`src/hw/gpt_pkg.sv`:
```
// Package for the 32-bit general-purpose timer: register map, control
// field positions, reset values and time-format limits.
// Assumes a 32-bit classic Wishbone slave port and one system clock.
package gpt_pkg;

    // Register byte addresses on the Wishbone bus
    localparam logic [31:0] GPT_ADR_RELOAD = 32'hFFFF0380;
    localparam logic [31:0] GPT_ADR_COUNT = 32'hFFFF0384;
    localparam logic [31:0] GPT_ADR_CTRL = 32'hFFFF0388;
    localparam logic [31:0] GPT_ADR_CLEAR = 32'hFFFF038C;
    localparam logic [31:0] GPT_ADR_CAPTURE = 32'hFFFF0390;
    localparam logic [31:0] GPT_ADR_IRQ_STS = 32'hFFFF0394;
    localparam logic [31:0] GPT_ADR_IRQ_MASK = 32'hFFFF0398;

    // Control register field positions
    localparam int GPT_CTRL_W = 18;
    localparam int GPT_PSC_LSB = 0;
    localparam int GPT_FMT_LSB = 4;
    localparam int GPT_MODE_BIT = 6;
    localparam int GPT_EN_BIT = 7;
    localparam int GPT_UP_BIT = 8;
    localparam int GPT_CLK_LSB = 9;
    localparam int GPT_EVT_LSB = 12;
    localparam int GPT_CAP_EN_BIT = 17;

    // Clock source select codes
    localparam logic [2:0] GPT_CLK_OSC = 3'h0;
    localparam logic [2:0] GPT_CLK_CORE = 3'h1;
    localparam logic [2:0] GPT_CLK_PLL_A = 3'h2;
    localparam logic [2:0] GPT_CLK_PLL_B = 3'h3;

    // Count format codes
    localparam logic [1:0] GPT_FMT_HMS23 = 2'h2;
    localparam logic [1:0] GPT_FMT_HMS255 = 2'h3;

    // Interrupt status and mask bit positions
    localparam int GPT_IRQ_W = 2;
    localparam int GPT_IRQ_OVF = 0;
    localparam int GPT_IRQ_CAP = 1;

    // Reset values
    localparam logic [31:0] GPT_RST_RELOAD = 32'h00000000;
    localparam logic [31:0] GPT_RST_COUNT = 32'h00000000;
    localparam logic [31:0] GPT_RST_CAPTURE = 32'h00000000;
    localparam logic [GPT_CTRL_W-1:0] GPT_RST_CTRL = 18'h00000;

    // Time-format field limits
    localparam logic [7:0] GPT_HUND_MAX = 8'h63;
    localparam logic [7:0] GPT_SEC_MAX = 8'h3B;
    localparam logic [7:0] GPT_HR_MAX23 = 8'h17;
    localparam logic [7:0] GPT_HR_MAX255 = 8'hFF;

endpackage

```
`src/hw/gpt_timer.sv`:
```
// General-purpose 32-bit timer with prescaler, time-of-day format,
// event capture and a Wishbone classic register slave.
// Assumes irq_src_i and low_power_i come from logic on clk_sys; the
// oscillator and PLL tick inputs are pins and are synchronised here.
//
// Our own choice: the Wishbone interface to the registers.
`timescale 1ns/1ns

module gpt_timer
    import gpt_pkg::*;
(
    input wire logic clk_sys,
    input wire logic rst_n,
    input wire logic [31:0] wb_adr_i,
    input wire logic [31:0] wb_dat_i,
    input wire logic [3:0] wb_sel_i,
    input wire logic wb_we_i,
    input wire logic wb_cyc_i,
    input wire logic wb_stb_i,
    output logic [31:0] wb_dat_o,
    output logic wb_ack_o,
    input wire logic osc_32k_i,
    input wire logic pll_undivided_clock_i,
    input wire logic low_power_i,
    input wire logic [31:0] irq_src_i,
    output logic timer_irq_o,
    output logic irq_o
);

    typedef struct packed {
        logic [31:0] reload;
        logic [31:0] count;
        logic [GPT_CTRL_W-1:0] ctrl;
        logic [31:0] capture;
        logic [14:0] psc_cnt;
        logic tmr_pend;
        logic [GPT_IRQ_W-1:0] sts;
        logic [GPT_IRQ_W-1:0] mask;
        logic irq;
        logic ack;
        logic [31:0] rdata;
        logic osc_s1;
        logic osc_s2;
        logic osc_d;
        logic pll_s1;
        logic pll_s2;
        logic pll_d;
        logic evt_d;
    } gpt_state_s;

    localparam gpt_state_s GPT_RST_STATE = '{
        reload: GPT_RST_RELOAD,
        count: GPT_RST_COUNT,
        ctrl: GPT_RST_CTRL,
        capture: GPT_RST_CAPTURE,
        default: '0
    };

    gpt_state_s st_r;
    gpt_state_s st_nxt;

    // Combinational helpers, also watched by the assertions
    logic req;
    logic wr;
    logic rd;
    logic clr_wr;
    logic src_tick;
    logic tick;
    logic ovf;
    logic cap_evt;
    logic sel_evt;
    logic [14:0] psc_lim;
    logic [32:0] step;
    logic [31:0] ctrl_wm;
    logic [31:0] mask_wm;

    // Byte-lane merge for Wishbone writes
    function automatic logic [31:0] lane_merge(input logic [31:0] old_v, input logic [31:0] new_v,
                                               input logic [3:0] sel);
        logic [31:0] res;
        res = old_v;
        for (int b = 0; b < 4; b++) begin
            if (sel[b]) begin
                res[b*8 +: 8] = new_v[b*8 +: 8];
            end
        end
        return res;
    endfunction

    // One step of the hh:mm:ss:cc counter; bit 32 flags the wrap past the range end
    function automatic logic [32:0] hms_step(input logic [31:0] v, input logic up, input logic [7:0] hmax);
        logic [7:0] h;
        logic [7:0] m;
        logic [7:0] s;
        logic [7:0] c;
        logic wrap;
        h = v[31:24];
        m = v[23:16];
        s = v[15:8];
        c = v[7:0];
        wrap = 1'b0;
        if (up) begin
            // Out-of-range loaded fields roll over as if at their maximum
            if (c < GPT_HUND_MAX) begin
                c = c + 8'h01;
            end else begin
                c = 8'h00;
                if (s < GPT_SEC_MAX) begin
                    s = s + 8'h01;
                end else begin
                    s = 8'h00;
                    if (m < GPT_SEC_MAX) begin
                        m = m + 8'h01;
                    end else begin
                        m = 8'h00;
                        if (h < hmax) begin
                            h = h + 8'h01;
                        end else begin
                            h = 8'h00;
                            wrap = 1'b1;
                        end
                    end
                end
            end
        end else begin
            if (c != 8'h00) begin
                c = c - 8'h01;
            end else begin
                c = GPT_HUND_MAX;
                if (s != 8'h00) begin
                    s = s - 8'h01;
                end else begin
                    s = GPT_SEC_MAX;
                    if (m != 8'h00) begin
                        m = m - 8'h01;
                    end else begin
                        m = GPT_SEC_MAX;
                        if (h != 8'h00) begin
                            h = h - 8'h01;
                        end else begin
                            h = hmax;
                            wrap = 1'b1;
                        end
                    end
                end
            end
        end
        return {wrap, h, m, s, c};
    endfunction

    // Whole next-state computation
    always_comb begin
        st_nxt = st_r;
        clr_wr = 1'b0;
        src_tick = 1'b0;
        tick = 1'b0;
        ovf = 1'b0;
        step = 33'h000000000;

        // Pin synchronisers; only the second stage and its delayed copy feed logic
        st_nxt.osc_s1 = osc_32k_i;
        st_nxt.osc_s2 = st_r.osc_s1;
        st_nxt.osc_d = st_r.osc_s2;
        st_nxt.pll_s1 = pll_undivided_clock_i;
        st_nxt.pll_s2 = st_r.pll_s1;
        st_nxt.pll_d = st_r.pll_s2;

        // Wishbone: one request per ack, ack drops the cycle after it is given
        req = wb_cyc_i & wb_stb_i & ~st_r.ack;
        wr = req & wb_we_i;
        rd = req & ~wb_we_i;
        st_nxt.ack = req;
        st_nxt.rdata = 32'h00000000;
        ctrl_wm = lane_merge(32'(st_r.ctrl), wb_dat_i, wb_sel_i);
        mask_wm = lane_merge(32'(st_r.mask), wb_dat_i, wb_sel_i);

        // Register writes; count and capture ignore writes
        if (wr) begin
            case (wb_adr_i)
                GPT_ADR_RELOAD: st_nxt.reload = lane_merge(st_r.reload, wb_dat_i, wb_sel_i);
                GPT_ADR_CTRL: st_nxt.ctrl = ctrl_wm[GPT_CTRL_W-1:0];
                GPT_ADR_CLEAR: clr_wr = 1'b1;
                GPT_ADR_IRQ_MASK: st_nxt.mask = mask_wm[GPT_IRQ_W-1:0];
                default: ;
            endcase
        end

        // Register reads; unmapped and write-only addresses read as zero
        if (rd) begin
            case (wb_adr_i)
                GPT_ADR_RELOAD: st_nxt.rdata = st_r.reload;
                GPT_ADR_COUNT: st_nxt.rdata = st_r.count;
                GPT_ADR_CTRL: st_nxt.rdata = 32'(st_r.ctrl);
                GPT_ADR_CAPTURE: st_nxt.rdata = st_r.capture;
                GPT_ADR_IRQ_STS: st_nxt.rdata = 32'(st_r.sts);
                GPT_ADR_IRQ_MASK: st_nxt.rdata = 32'(st_r.mask);
                default: st_nxt.rdata = 32'h00000000;
            endcase
        end

        // Source select; core and PLL sources halt in low-power mode, the oscillator does not
        case (st_r.ctrl[GPT_CLK_LSB +: 3])
            GPT_CLK_OSC: src_tick = st_r.osc_s2 & ~st_r.osc_d;
            GPT_CLK_CORE: src_tick = ~low_power_i;
            GPT_CLK_PLL_A: src_tick = st_r.pll_s2 & ~st_r.pll_d & ~low_power_i;
            GPT_CLK_PLL_B: src_tick = st_r.pll_s2 & ~st_r.pll_d & ~low_power_i;
            default: src_tick = 1'b0;
        endcase

        // Prescaler divides by two to the power of the field, held clear while disabled
        psc_lim = 15'((32'h00000001 << st_r.ctrl[GPT_PSC_LSB +: 4]) - 32'h00000001);
        if (!st_r.ctrl[GPT_EN_BIT]) begin
            st_nxt.psc_cnt = 15'h0000;
        end else if (src_tick) begin
            if (st_r.psc_cnt >= psc_lim) begin
                st_nxt.psc_cnt = 15'h0000;
                tick = 1'b1;
            end else begin
                st_nxt.psc_cnt = st_r.psc_cnt + 15'h0001;
            end
        end

        // Counter step in the selected format; reserved format 01 counts in binary
        case (st_r.ctrl[GPT_FMT_LSB +: 2])
            GPT_FMT_HMS23: step = hms_step(st_r.count, st_r.ctrl[GPT_UP_BIT], GPT_HR_MAX23);
            GPT_FMT_HMS255: step = hms_step(st_r.count, st_r.ctrl[GPT_UP_BIT], GPT_HR_MAX255);
            default: begin
                if (st_r.ctrl[GPT_UP_BIT]) begin
                    step = {1'b0, st_r.count} + 33'h000000001;
                end else begin
                    step = {st_r.count == 32'h00000000, st_r.count - 32'h00000001};
                end
            end
        endcase

        // Clear-register reload beats a tick, but a wrapping tick still counts as an overflow
        ovf = tick & step[32];
        if (clr_wr) begin
            st_nxt.count = st_r.reload;
        end else if (tick) begin
            if (step[32] && st_r.ctrl[GPT_MODE_BIT]) begin
                st_nxt.count = st_r.reload;
            end else begin
                st_nxt.count = step[31:0];
            end
        end

        // Capture on the first assertion of the selected source
        sel_evt = irq_src_i[st_r.ctrl[GPT_EVT_LSB +: 5]];
        st_nxt.evt_d = sel_evt;
        cap_evt = st_r.ctrl[GPT_CAP_EN_BIT] & sel_evt & ~st_r.evt_d;
        if (cap_evt) begin
            st_nxt.capture = st_r.count;
        end

        // Timer interrupt: a new overflow beats a clear in the same cycle
        if (clr_wr) begin
            st_nxt.tmr_pend = 1'b0;
        end
        if (ovf) begin
            st_nxt.tmr_pend = 1'b1;
        end

        // Sticky status, cleared by reading it; events arriving during the read survive
        if (rd && wb_adr_i == GPT_ADR_IRQ_STS) begin
            st_nxt.sts = '0;
        end
        st_nxt.sts[GPT_IRQ_OVF] = st_nxt.sts[GPT_IRQ_OVF] | ovf;
        st_nxt.sts[GPT_IRQ_CAP] = st_nxt.sts[GPT_IRQ_CAP] | cap_evt;
        st_nxt.irq = |(st_nxt.sts & st_nxt.mask);
    end

    // State register
    always_ff @(posedge clk_sys or negedge rst_n) begin
        if (!rst_n) begin
            st_r <= GPT_RST_STATE;
        end else begin
            st_r <= st_nxt;
        end
    end

    // Every output straight from the state register
    assign wb_dat_o = st_r.rdata;
    assign wb_ack_o = st_r.ack;
    assign timer_irq_o = st_r.tmr_pend;
    assign irq_o = st_r.irq;

    // Checks on the timer behaviour
    property p_ack_pulse;
        @(posedge clk_sys) disable iff (!rst_n)
        wb_ack_o |=> !wb_ack_o;
    endproperty
    a_ack_pulse: assert property (p_ack_pulse) else $error("Ack held longer than one cycle");

    property p_dir_step;
        @(posedge clk_sys) disable iff (!rst_n)
        tick && !clr_wr && st_r.ctrl[GPT_FMT_LSB +: 2] == 2'h0 && !ovf
        |=> st_r.count == ($past(st_r.ctrl[GPT_UP_BIT]) ? $past(st_r.count) + 32'h00000001
                                                       : $past(st_r.count) - 32'h00000001);
    endproperty
    a_dir_step: assert property (p_dir_step) else $error("Binary count moved the wrong way");

    property p_core_src;
        @(posedge clk_sys) disable iff (!rst_n)
        st_r.ctrl[GPT_CLK_LSB +: 3] == GPT_CLK_CORE |-> src_tick == !low_power_i;
    endproperty
    a_core_src: assert property (p_core_src) else $error("Core clock source not ticking");

    property p_psc_div;
        @(posedge clk_sys) disable iff (!rst_n)
        tick |-> st_r.psc_cnt == psc_lim && src_tick;
    endproperty
    a_psc_div: assert property (p_psc_div) else $error("Prescaler ticked early");

    property p_disabled_hold;
        @(posedge clk_sys) disable iff (!rst_n)
        !st_r.ctrl[GPT_EN_BIT] && !clr_wr |=> $stable(st_r.count);
    endproperty
    a_disabled_hold: assert property (p_disabled_hold) else $error("Count moved while disabled");

    property p_periodic_reload;
        @(posedge clk_sys) disable iff (!rst_n)
        ovf && st_r.ctrl[GPT_MODE_BIT] |=> st_r.count == $past(st_r.reload);
    endproperty
    a_periodic_reload: assert property (p_periodic_reload) else $error("Periodic end missed reload");

    property p_hms_wrap;
        @(posedge clk_sys) disable iff (!rst_n)
        tick && !clr_wr && st_r.ctrl[GPT_FMT_LSB +: 2] == GPT_FMT_HMS23 && !st_r.ctrl[GPT_UP_BIT]
        && !st_r.ctrl[GPT_MODE_BIT] && st_r.count == 32'h00000000 |=> st_r.count == 32'h173B3B63;
    endproperty
    a_hms_wrap: assert property (p_hms_wrap) else $error("Time format underflow wrong");

    property p_clear_reload;
        @(posedge clk_sys) disable iff (!rst_n)
        clr_wr |=> st_r.count == $past(st_r.reload) ##1 wb_ack_o == 1'b0;
    endproperty
    a_clear_reload: assert property (p_clear_reload) else $error("Clear write did not reload");

    property p_clear_pend;
        @(posedge clk_sys) disable iff (!rst_n)
        clr_wr && !ovf |=> !timer_irq_o;
    endproperty
    a_clear_pend: assert property (p_clear_pend) else $error("Clear write left interrupt pending");

    property p_cap_off;
        @(posedge clk_sys) disable iff (!rst_n)
        !st_r.ctrl[GPT_CAP_EN_BIT] |=> $stable(st_r.capture);
    endproperty
    a_cap_off: assert property (p_cap_off) else $error("Capture while disabled");

    property p_cap_src;
        @(posedge clk_sys) disable iff (!rst_n)
        cap_evt |-> irq_src_i[st_r.ctrl[GPT_EVT_LSB +: 5]] && !st_r.evt_d;
    endproperty
    a_cap_src: assert property (p_cap_src) else $error("Capture from wrong source");

    property p_cap_value;
        @(posedge clk_sys) disable iff (!rst_n)
        cap_evt |=> st_r.capture == $past(st_r.count);
    endproperty
    a_cap_value: assert property (p_cap_value) else $error("Captured value wrong");

    property p_ovf_pend;
        @(posedge clk_sys) disable iff (!rst_n)
        ovf |=> timer_irq_o && st_r.sts[GPT_IRQ_OVF];
    endproperty
    a_ovf_pend: assert property (p_ovf_pend) else $error("Overflow did not raise interrupt");

    property p_free_wrap;
        @(posedge clk_sys) disable iff (!rst_n)
        ovf && !clr_wr && !st_r.ctrl[GPT_MODE_BIT] && st_r.ctrl[GPT_FMT_LSB +: 2] == 2'h0
        |=> st_r.count == ($past(st_r.ctrl[GPT_UP_BIT]) ? 32'h00000000 : 32'hFFFFFFFF);
    endproperty
    a_free_wrap: assert property (p_free_wrap) else $error("Free-running wrap wrong");

endmodule // gpt_timer

```
`config.mk`:
```
export PLATFORM = sky130hd
export DESIGN_NAME = gpt_timer
export DESIGN_NICKNAME = d
export VERILOG_FILES = /design/src/hw/gpt_pkg.sv /design/src/hw/gpt_timer.sv
export SDC_FILE = /design/constraint.sdc
export NUM_CORES = 1
export LEC_CHECK = 0
export BUFFER_PORTS_ARGS = -buffer_cell sky130_fd_sc_hd__buf_4
export CORE_MARGIN = 2
export CORE_UTILIZATION = 39
export DETAILED_ROUTE_END_ITERATION = 10
export GPL_ROUTABILITY_DRIVEN = 0
export PLACE_DENSITY = 0.65
export SETUP_SLACK_MARGIN = 0.1
export SKIP_LAST_GASP = 1
export SYNTH_ARGS = -nofsm -noshare
export SYNTH_HDL_FRONTEND = slang
export SYNTH_SLANG_ARGS = --single-unit
```
`constraint.sdc`:
```
create_clock -name clk_sys -period 13.1 [get_ports clk_sys]
set_input_delay 3.275 -clock clk_sys [delete_from_list [all_inputs] [get_ports clk_sys]]
set_output_delay 3.275 -clock clk_sys [all_outputs]
set_load 0.05 [all_outputs]
```
## Word level (Yosys, flattened, before mapping)

Cells that the tools add are included.

| word-level totals | value |
|---|---|
| logic and storage cells | 179 |
| register bits | 175 |
| input port bits | 108 |
| output and inout port bits | 35 |

| operators by class | value |
|---|---|
| bitwise operators | 19 |
| shifts and indexed selects | 1 |
| muxes and demuxes | 71 |
| eq/ne operators | 25 |
| order comparisons | 7 |
| reductions and logical operators | 20 |
| $add $sub $neg | 12 |

Operator list:

| kind | number |
|---|---|
| 8-bit 2-to-1 mux | 33 |
| 32-bit == test (second input constant) | 7 |
| 32-bit case mux with 6 select lines | 1 |
| 32-bit 2-to-1 mux | 4 |
| 33-bit case mux with 2 select lines | 1 |
| 5-bit != test (second input constant) | 12 |
| 15-bit 2-to-1 mux | 3 |
| 32-bit by 1-bit adder with 33-bit output (second input constant) | 1 |
| 33-bit 2-to-1 mux | 1 |
| 8-bit by 1-bit adder with 8-bit output (second input constant) | 4 |
| 32-bit zero test | 1 |
| 8-bit nonzero test | 4 |
| 32-bit by 1-bit subtractor with 32-bit output (second input constant) | 1 |
| 8-bit by 1-bit subtractor with 8-bit output (second input constant) | 4 |
| 1-bit 2-to-1 mux | 22 |
| 3-bit AND reduction | 7 |
| 8-bit by 6-bit < comparator with 1-bit output (second input constant) | 2 |
| 15-bit by 1-bit adder with 15-bit output (second input constant) | 1 |
| 15-bit >= comparator | 1 |
| 1-bit by 4-bit << shifter with 15-bit output (first input constant) | 1 |
| 15-bit by 1-bit subtractor with 15-bit output (second input constant) | 1 |
| 13-bit AND reduction | 1 |
| 1-bit bitwise AND | 10 |
| 8-bit by 5-bit < comparator with 1-bit output (second input constant) | 1 |
| other kinds (17) | 31 |

## Logic depth before layout (Yosys ltp)

| logic depth | value |
|---|---|
| depth in word-level cells | 11 |
| mapped depth | 18 |
| depth with buffers taken out | 15 |

## Worst setup path before layout

No wires, ideal clock.

| timing path | value |
|---|---|
| path type | input port to flip-flop |
| start | input irq_src_i[31] |
| end | register st_r[63] (netlist name) |
| library setup time | 0.125 ns |
| arrival time | 5.258 ns |
| path buffers | 2 |
| required time | 12.975 ns |
| slack | 7.717 ns |
| cell stages on the path | 7 |
| path through | mux4_2 > mux4_2 > mux2_2 > and3b_1 > clkbuf_1 > clkbuf_1 > mux2_2 |

| between the ends | value |
|---|---|
| word-level cells in the longest chain between the ends | 4 |

Ends and longest elaborated chain:

| what | line | RTL |
|---|---|---|
| start, declared | gpt_timer.sv:25 | `input wire logic [31:0] irq_src_i,` |
| 1-bit binary-select mux with 5-bit select | gpt_timer.sv:249 | `sel_evt = irq_src_i[st_r.ctrl[GPT_EVT_LSB +: 5]];` |
| 1-bit 2-to-1 mux (not written as such) | gpt_timer.sv:249 |  |
| named net sel_evt | gpt_timer.sv:71 | `logic sel_evt;` |
| 1-bit bitwise AND (2 in a row) | gpt_timer.sv:251 | `cap_evt = st_r.ctrl[GPT_CAP_EN_BIT] & sel_evt & ~st_r.evt_d;` |
| end signal, assigned | gpt_timer.sv:278 | `st_r <= st_nxt;` |
| end, declared | gpt_timer.sv:59 | `gpt_state_s st_r;` |

The timed path passes the listed nets, and every way through them passes these cells. The select of a mux whose other input is x is not followed.
A chain may end at the register's enable or synchronous reset.

## Worst setup path in the final report

| timing path | value |
|---|---|
| start | input wb_adr_i[12] |
| end | register st_r[165] (netlist name) |

| between the ends | value |
|---|---|
| word-level cells in the longest chain between the ends | 2 |

Ends and longest elaborated chain:

| what | line | RTL |
|---|---|---|
| start, declared | gpt_timer.sv:14 | `input wire logic [31:0] wb_adr_i,` |
| 32-bit == test | gpt_timer.sv:179 | `case (wb_adr_i)` |
| 3-bit AND reduction (no source line) | -- |  |

Every way passes these cells.

==> qor.csv <==
stage,metric,value,unit
timing,Tcrit/Tclk final,43.6,%
synth,most area-hungry cell type in the Yosys netlist,sky130_fd_sc_hd__dfrtp_1,
timing,unrepaired setup endpoints after global routing,no,
critical_path,number of cells on the worst reg-to-reg path,14,
cts,CTS tree,yes,
floorplan,Die X,174,um
cts,Bufs on Longest Clock Path,2,
power,internal power,0.000816,W
worst_hold_path,min-delay worst type,reg2reg,
floorplan,DIE AREA,30200,um^2
cts,post-CTS setup buffer count,0,
finish,n_diodes,0,
synth,Yosys reg bits,175,
finish,Area Growth Syn to Fin,14.1,%
finish,"most common cell after layout, fill and taps aside",sky130_fd_sc_hd__dfrtp_1,
critical_path,crit path launch type,input port,
detailed_routing,number of nets with antenna violations after detailed routing,0,
placement,quantity of I/O buffers inserted on ports,142,
cts,latest clock arrival within the worst-skew pair,440,ps
cts,number of clock sinks,175,
worst_hold_path,Hold Crit Depth,0,
timing,count of pins over their slew limit,0,
synth,ys async rst share,100,%
placement,post-detail-place hpwl,22400,um
finish,final-stage net count,1405,
critical_path,required time of the critical path,13420,ps
cts,CTS Hold Buffers Added,0,
synth,most used flip-flop cell after synthesis,sky130_fd_sc_hd__dfrtp_1,
power,net switching component of the power,0.000254,W
critical_path,type of the worst setup path,in2reg,
synth,unique cell type count in the Yosys netlist,78,
synth,number of synthesis warnings,0,
finish,share of layout cells above drive strength 1,24.8,%
synth,Mapped Cells,1229,
power,P_leak,5.48,nW
global_routing,wire length of the first global-routing pass,52300,um
timing,Max Clock Freq,175,MHz
detailed_routing,via-per-instance ratio,5.97,
timing,setup skew after layout,13.1,ps
critical_path,Worst Setup End Kind,flip-flop,
timing,final-layout setup total negative slack,0,ps
synth,share of the synthesized area in the top cell type,38.9,%
cts,cell chosen for the clock root,sky130_fd_sc_hd__clkbuf_16,
critical_path,critical register-to-register path endpoint,st_r[139]$_DFFE_PN0P_,
power,clock network fraction of total power,45.3,%
floorplan,count of boundary I/O pins,143,
synth,post-synth net total,1363,
detailed_routing,detail-routed net length per standard cell,19.3,um
timing,final-report setup violation count,0,
power,IR Drop Worst-Case VDD,0.0000671,V
synth,synth top area cells,"sky130_fd_sc_hd__dfrtp_1 39%, sky130_fd_sc_hd__mux2_2 8.8%, sky130_fd_sc_hd__nor2_1 3.3%, sky130_fd_sc_hd__a21oi_1 3.2%, sky130_fd_sc_hd__nand2_1 3.0%",
cts,PostCTS Resize Cnt,0,
timing,Slew headroom,34.8,%
timing,slew at the pin with the worst max-slew slack,975,ps
timing,final critical delay including setup and external delays,5710,ps
floorplan,starting utilization of the core area,39.4,%
timing,number of failing hold endpoints at the final stage,0,
run,max-cap viol count,0,
finish,"leading cell types in the layout, fill and taps excluded","174 x sky130_fd_sc_hd__dfrtp_1, 155 x sky130_fd_sc_hd__buf_4, 98 x sky130_fd_sc_hd__nor2_1",
detailed_routing,DRC viols,0,
power,switch share,23.8,%
global_routing,maximum number of pins on one net before global-route repair,102,
synth,number of flops mapped to enable cells by yosys,0,
cts,clock transition at the register clock pins on the worst setup and hold paths after CTS,70,ps
global_routing,antenna violations before repair,0,
detailed_routing,via count,9956,
global_routing,global-route total usage across every layer,21.4,%
global_routing,GRT Residual Overflow,0,
synth,synthesized area per cell,9.16,um^2
power,register share of total power,50.6,%
critical_path,"critical path fanouts, max",34,
synth,cell area after technology mapping,11300,um^2
cts,H-tree depth reported by CTS,4,
floorplan,FP Rows,62,
worst_hold_path,launch instance of the worst min-delay path,st_nxt[2]$_DFF_PN0_,
power,power per cell area,83.4,nW/um^2
global_routing,number of global-route vias before repair,9743,
critical_path,Worst Path Arrival,6030,ps
critical_path,launching point of the worst reg2reg path,st_r[94]$_DFFE_PN0P_,
worst_hold_path,sink of the worst hold path,st_nxt[1]$_DFF_PN0_,
finish,final cell count without fillers,1668,
floorplan,die outline height,174,um
critical_path,FF-to-FF setup slack,8190,ps
floorplan,area of the core,28500,um^2
finish,number of inserted filler cells in the final layout,2843,
cts,CTS buffer count,17,
detailed_routing,1st-pass router iterations,7,
detailed_routing,final WL,32200,um
placement,placed cell count,1636,
detailed_routing,Starting DRT DRC Count,975,
power,part of the power in combinational logic,4.2,%
synth,sequential fraction of the synthesis area,38.9,%
run_status,outcome,completed,
[power groups by stage]
stage	Sequential [W]	Combinational, W	Clock (W)
after global routing	0.000541	0.0000495	0.000516
after detailed placement	0.000552	0.0000457	0
after CTS	0.000542	0.0000458	0.000494
after floorplan	0.000553	0.00000570	0
final	0.000542	0.0000445	0.000485
after global placement	0.000552	0.0000452	0
[cell usage after synthesis (26+ instances only)]
master / count
sky130_fd_sc_hd__mux2_2: 88
sky130_fd_sc_hd__clkbuf_1: 85
sky130_fd_sc_hd__o21ai_0: 66
sky130_fd_sc_hd__dfrtp_1: 175
sky130_fd_sc_hd__a22oi_1: 39
sky130_fd_sc_hd__nor2_1: 100
sky130_fd_sc_hd__a21oi_1: 72
sky130_fd_sc_hd__nor3_1: 38
sky130_fd_sc_hd__ha_1: 26
sky130_fd_sc_hd__nand2_1: 90
sky130_fd_sc_hd__nand3_1: 66
sky130_fd_sc_hd__buf_4: 33
[routing by layer]
layer	vias to the layer above	wire length, um	track usage [%]
met5	-	0	0
met3	64	1990	3.84
li1	4664	-	-
met1	4849	14000	29.1
met2	379	15400	34.2
met4	0	846	7.77
[stage by stage]
step / cell area, um^2 / worst slack, ps / util (%) / power, W / hold slack [ps]
6_report: 12800 / 7390 / 45.0 / 0.00107 / 349
3_5_place_dp: 12300 / 6960 / 43.1 / 0.000598 / 335
4_1_cts: 12800 / 7370 / 45.0 / 0.00108 / 351
5_1_grt: 12800 / 7110 / 45.0 / 0.00111 / 354
3_3_place_gp: 12300 / 7030 / 43.1 / 0.000597 / 335
2_1_floorplan: 11300 / 7720 / - / 0.000558 / 331
[worst max-delay path, cell delays in order]
cell                       delay, ps
sky130_fd_sc_hd__buf_4           100
sky130_fd_sc_hd__nand2b_1        130
sky130_fd_sc_hd__nor4_1          220
sky130_fd_sc_hd__nand4_1         280
sky130_fd_sc_hd__nor3_1          270
sky130_fd_sc_hd__nand2b_1        240
sky130_fd_sc_hd__nor3_2          150
sky130_fd_sc_hd__buf_4           440
sky130_fd_sc_hd__nand3_1         490
sky130_fd_sc_hd__mux2_2          420
[final cells by class]
cell class	count	area [um^2]	area share, %
inverter	20	75.1	0.585
clock inverter	14	108	0.838
clock buffer	18	439	3.42
timing repair buffer	156	1180	9.17
multi-input combinational	901	6180	48.1
tap	384	480	3.74
sequential	175	4380	34.1
[flip-flops by register name, indices dropped and copies added (netlist names)]
name / cells
st_nxt: 4
st_r: 136
wb_dat_o: 32
timer_irq_o: 1
wb_ack_o: 1
irq_o: 1
[cell families after synthesis]
| family | share of synthesized area, % |
|---|---|
| adders and majority gates | 2.89 |
| DFF | 38.9 |
| AOI/OAI and AO/OA | 19.6 |
| xor gates and xnor gates | 1.87 |
| muxes | 11.5 |
| and+or+nand+nor | 18.7 |
| buffers and inverters | 6.48 |
[worst max-delay path by stage]
stage | from | end | cells past startpoint
2_1_floorplan | irq_src_i[31] | st_r[63]$_DFFE_PN0P_ | 7
3_3_place_gp | wb_adr_i[12] | st_r[167]$_DFFE_PN0P_ | 10
3_5_place_dp | wb_adr_i[12] | st_r[174]$_DFFE_PN0P_ | 10
4_1_cts | wb_adr_i[12] | st_r[174]$_DFFE_PN0P_ | 10
5_1_grt | wb_adr_i[12] | st_r[174]$_DFFE_PN0P_ | 10
6_report | wb_adr_i[12] | st_r[165]$_DFFE_PN0P_ | 10
No activity file was read; power rests on OpenSTA's default activity.
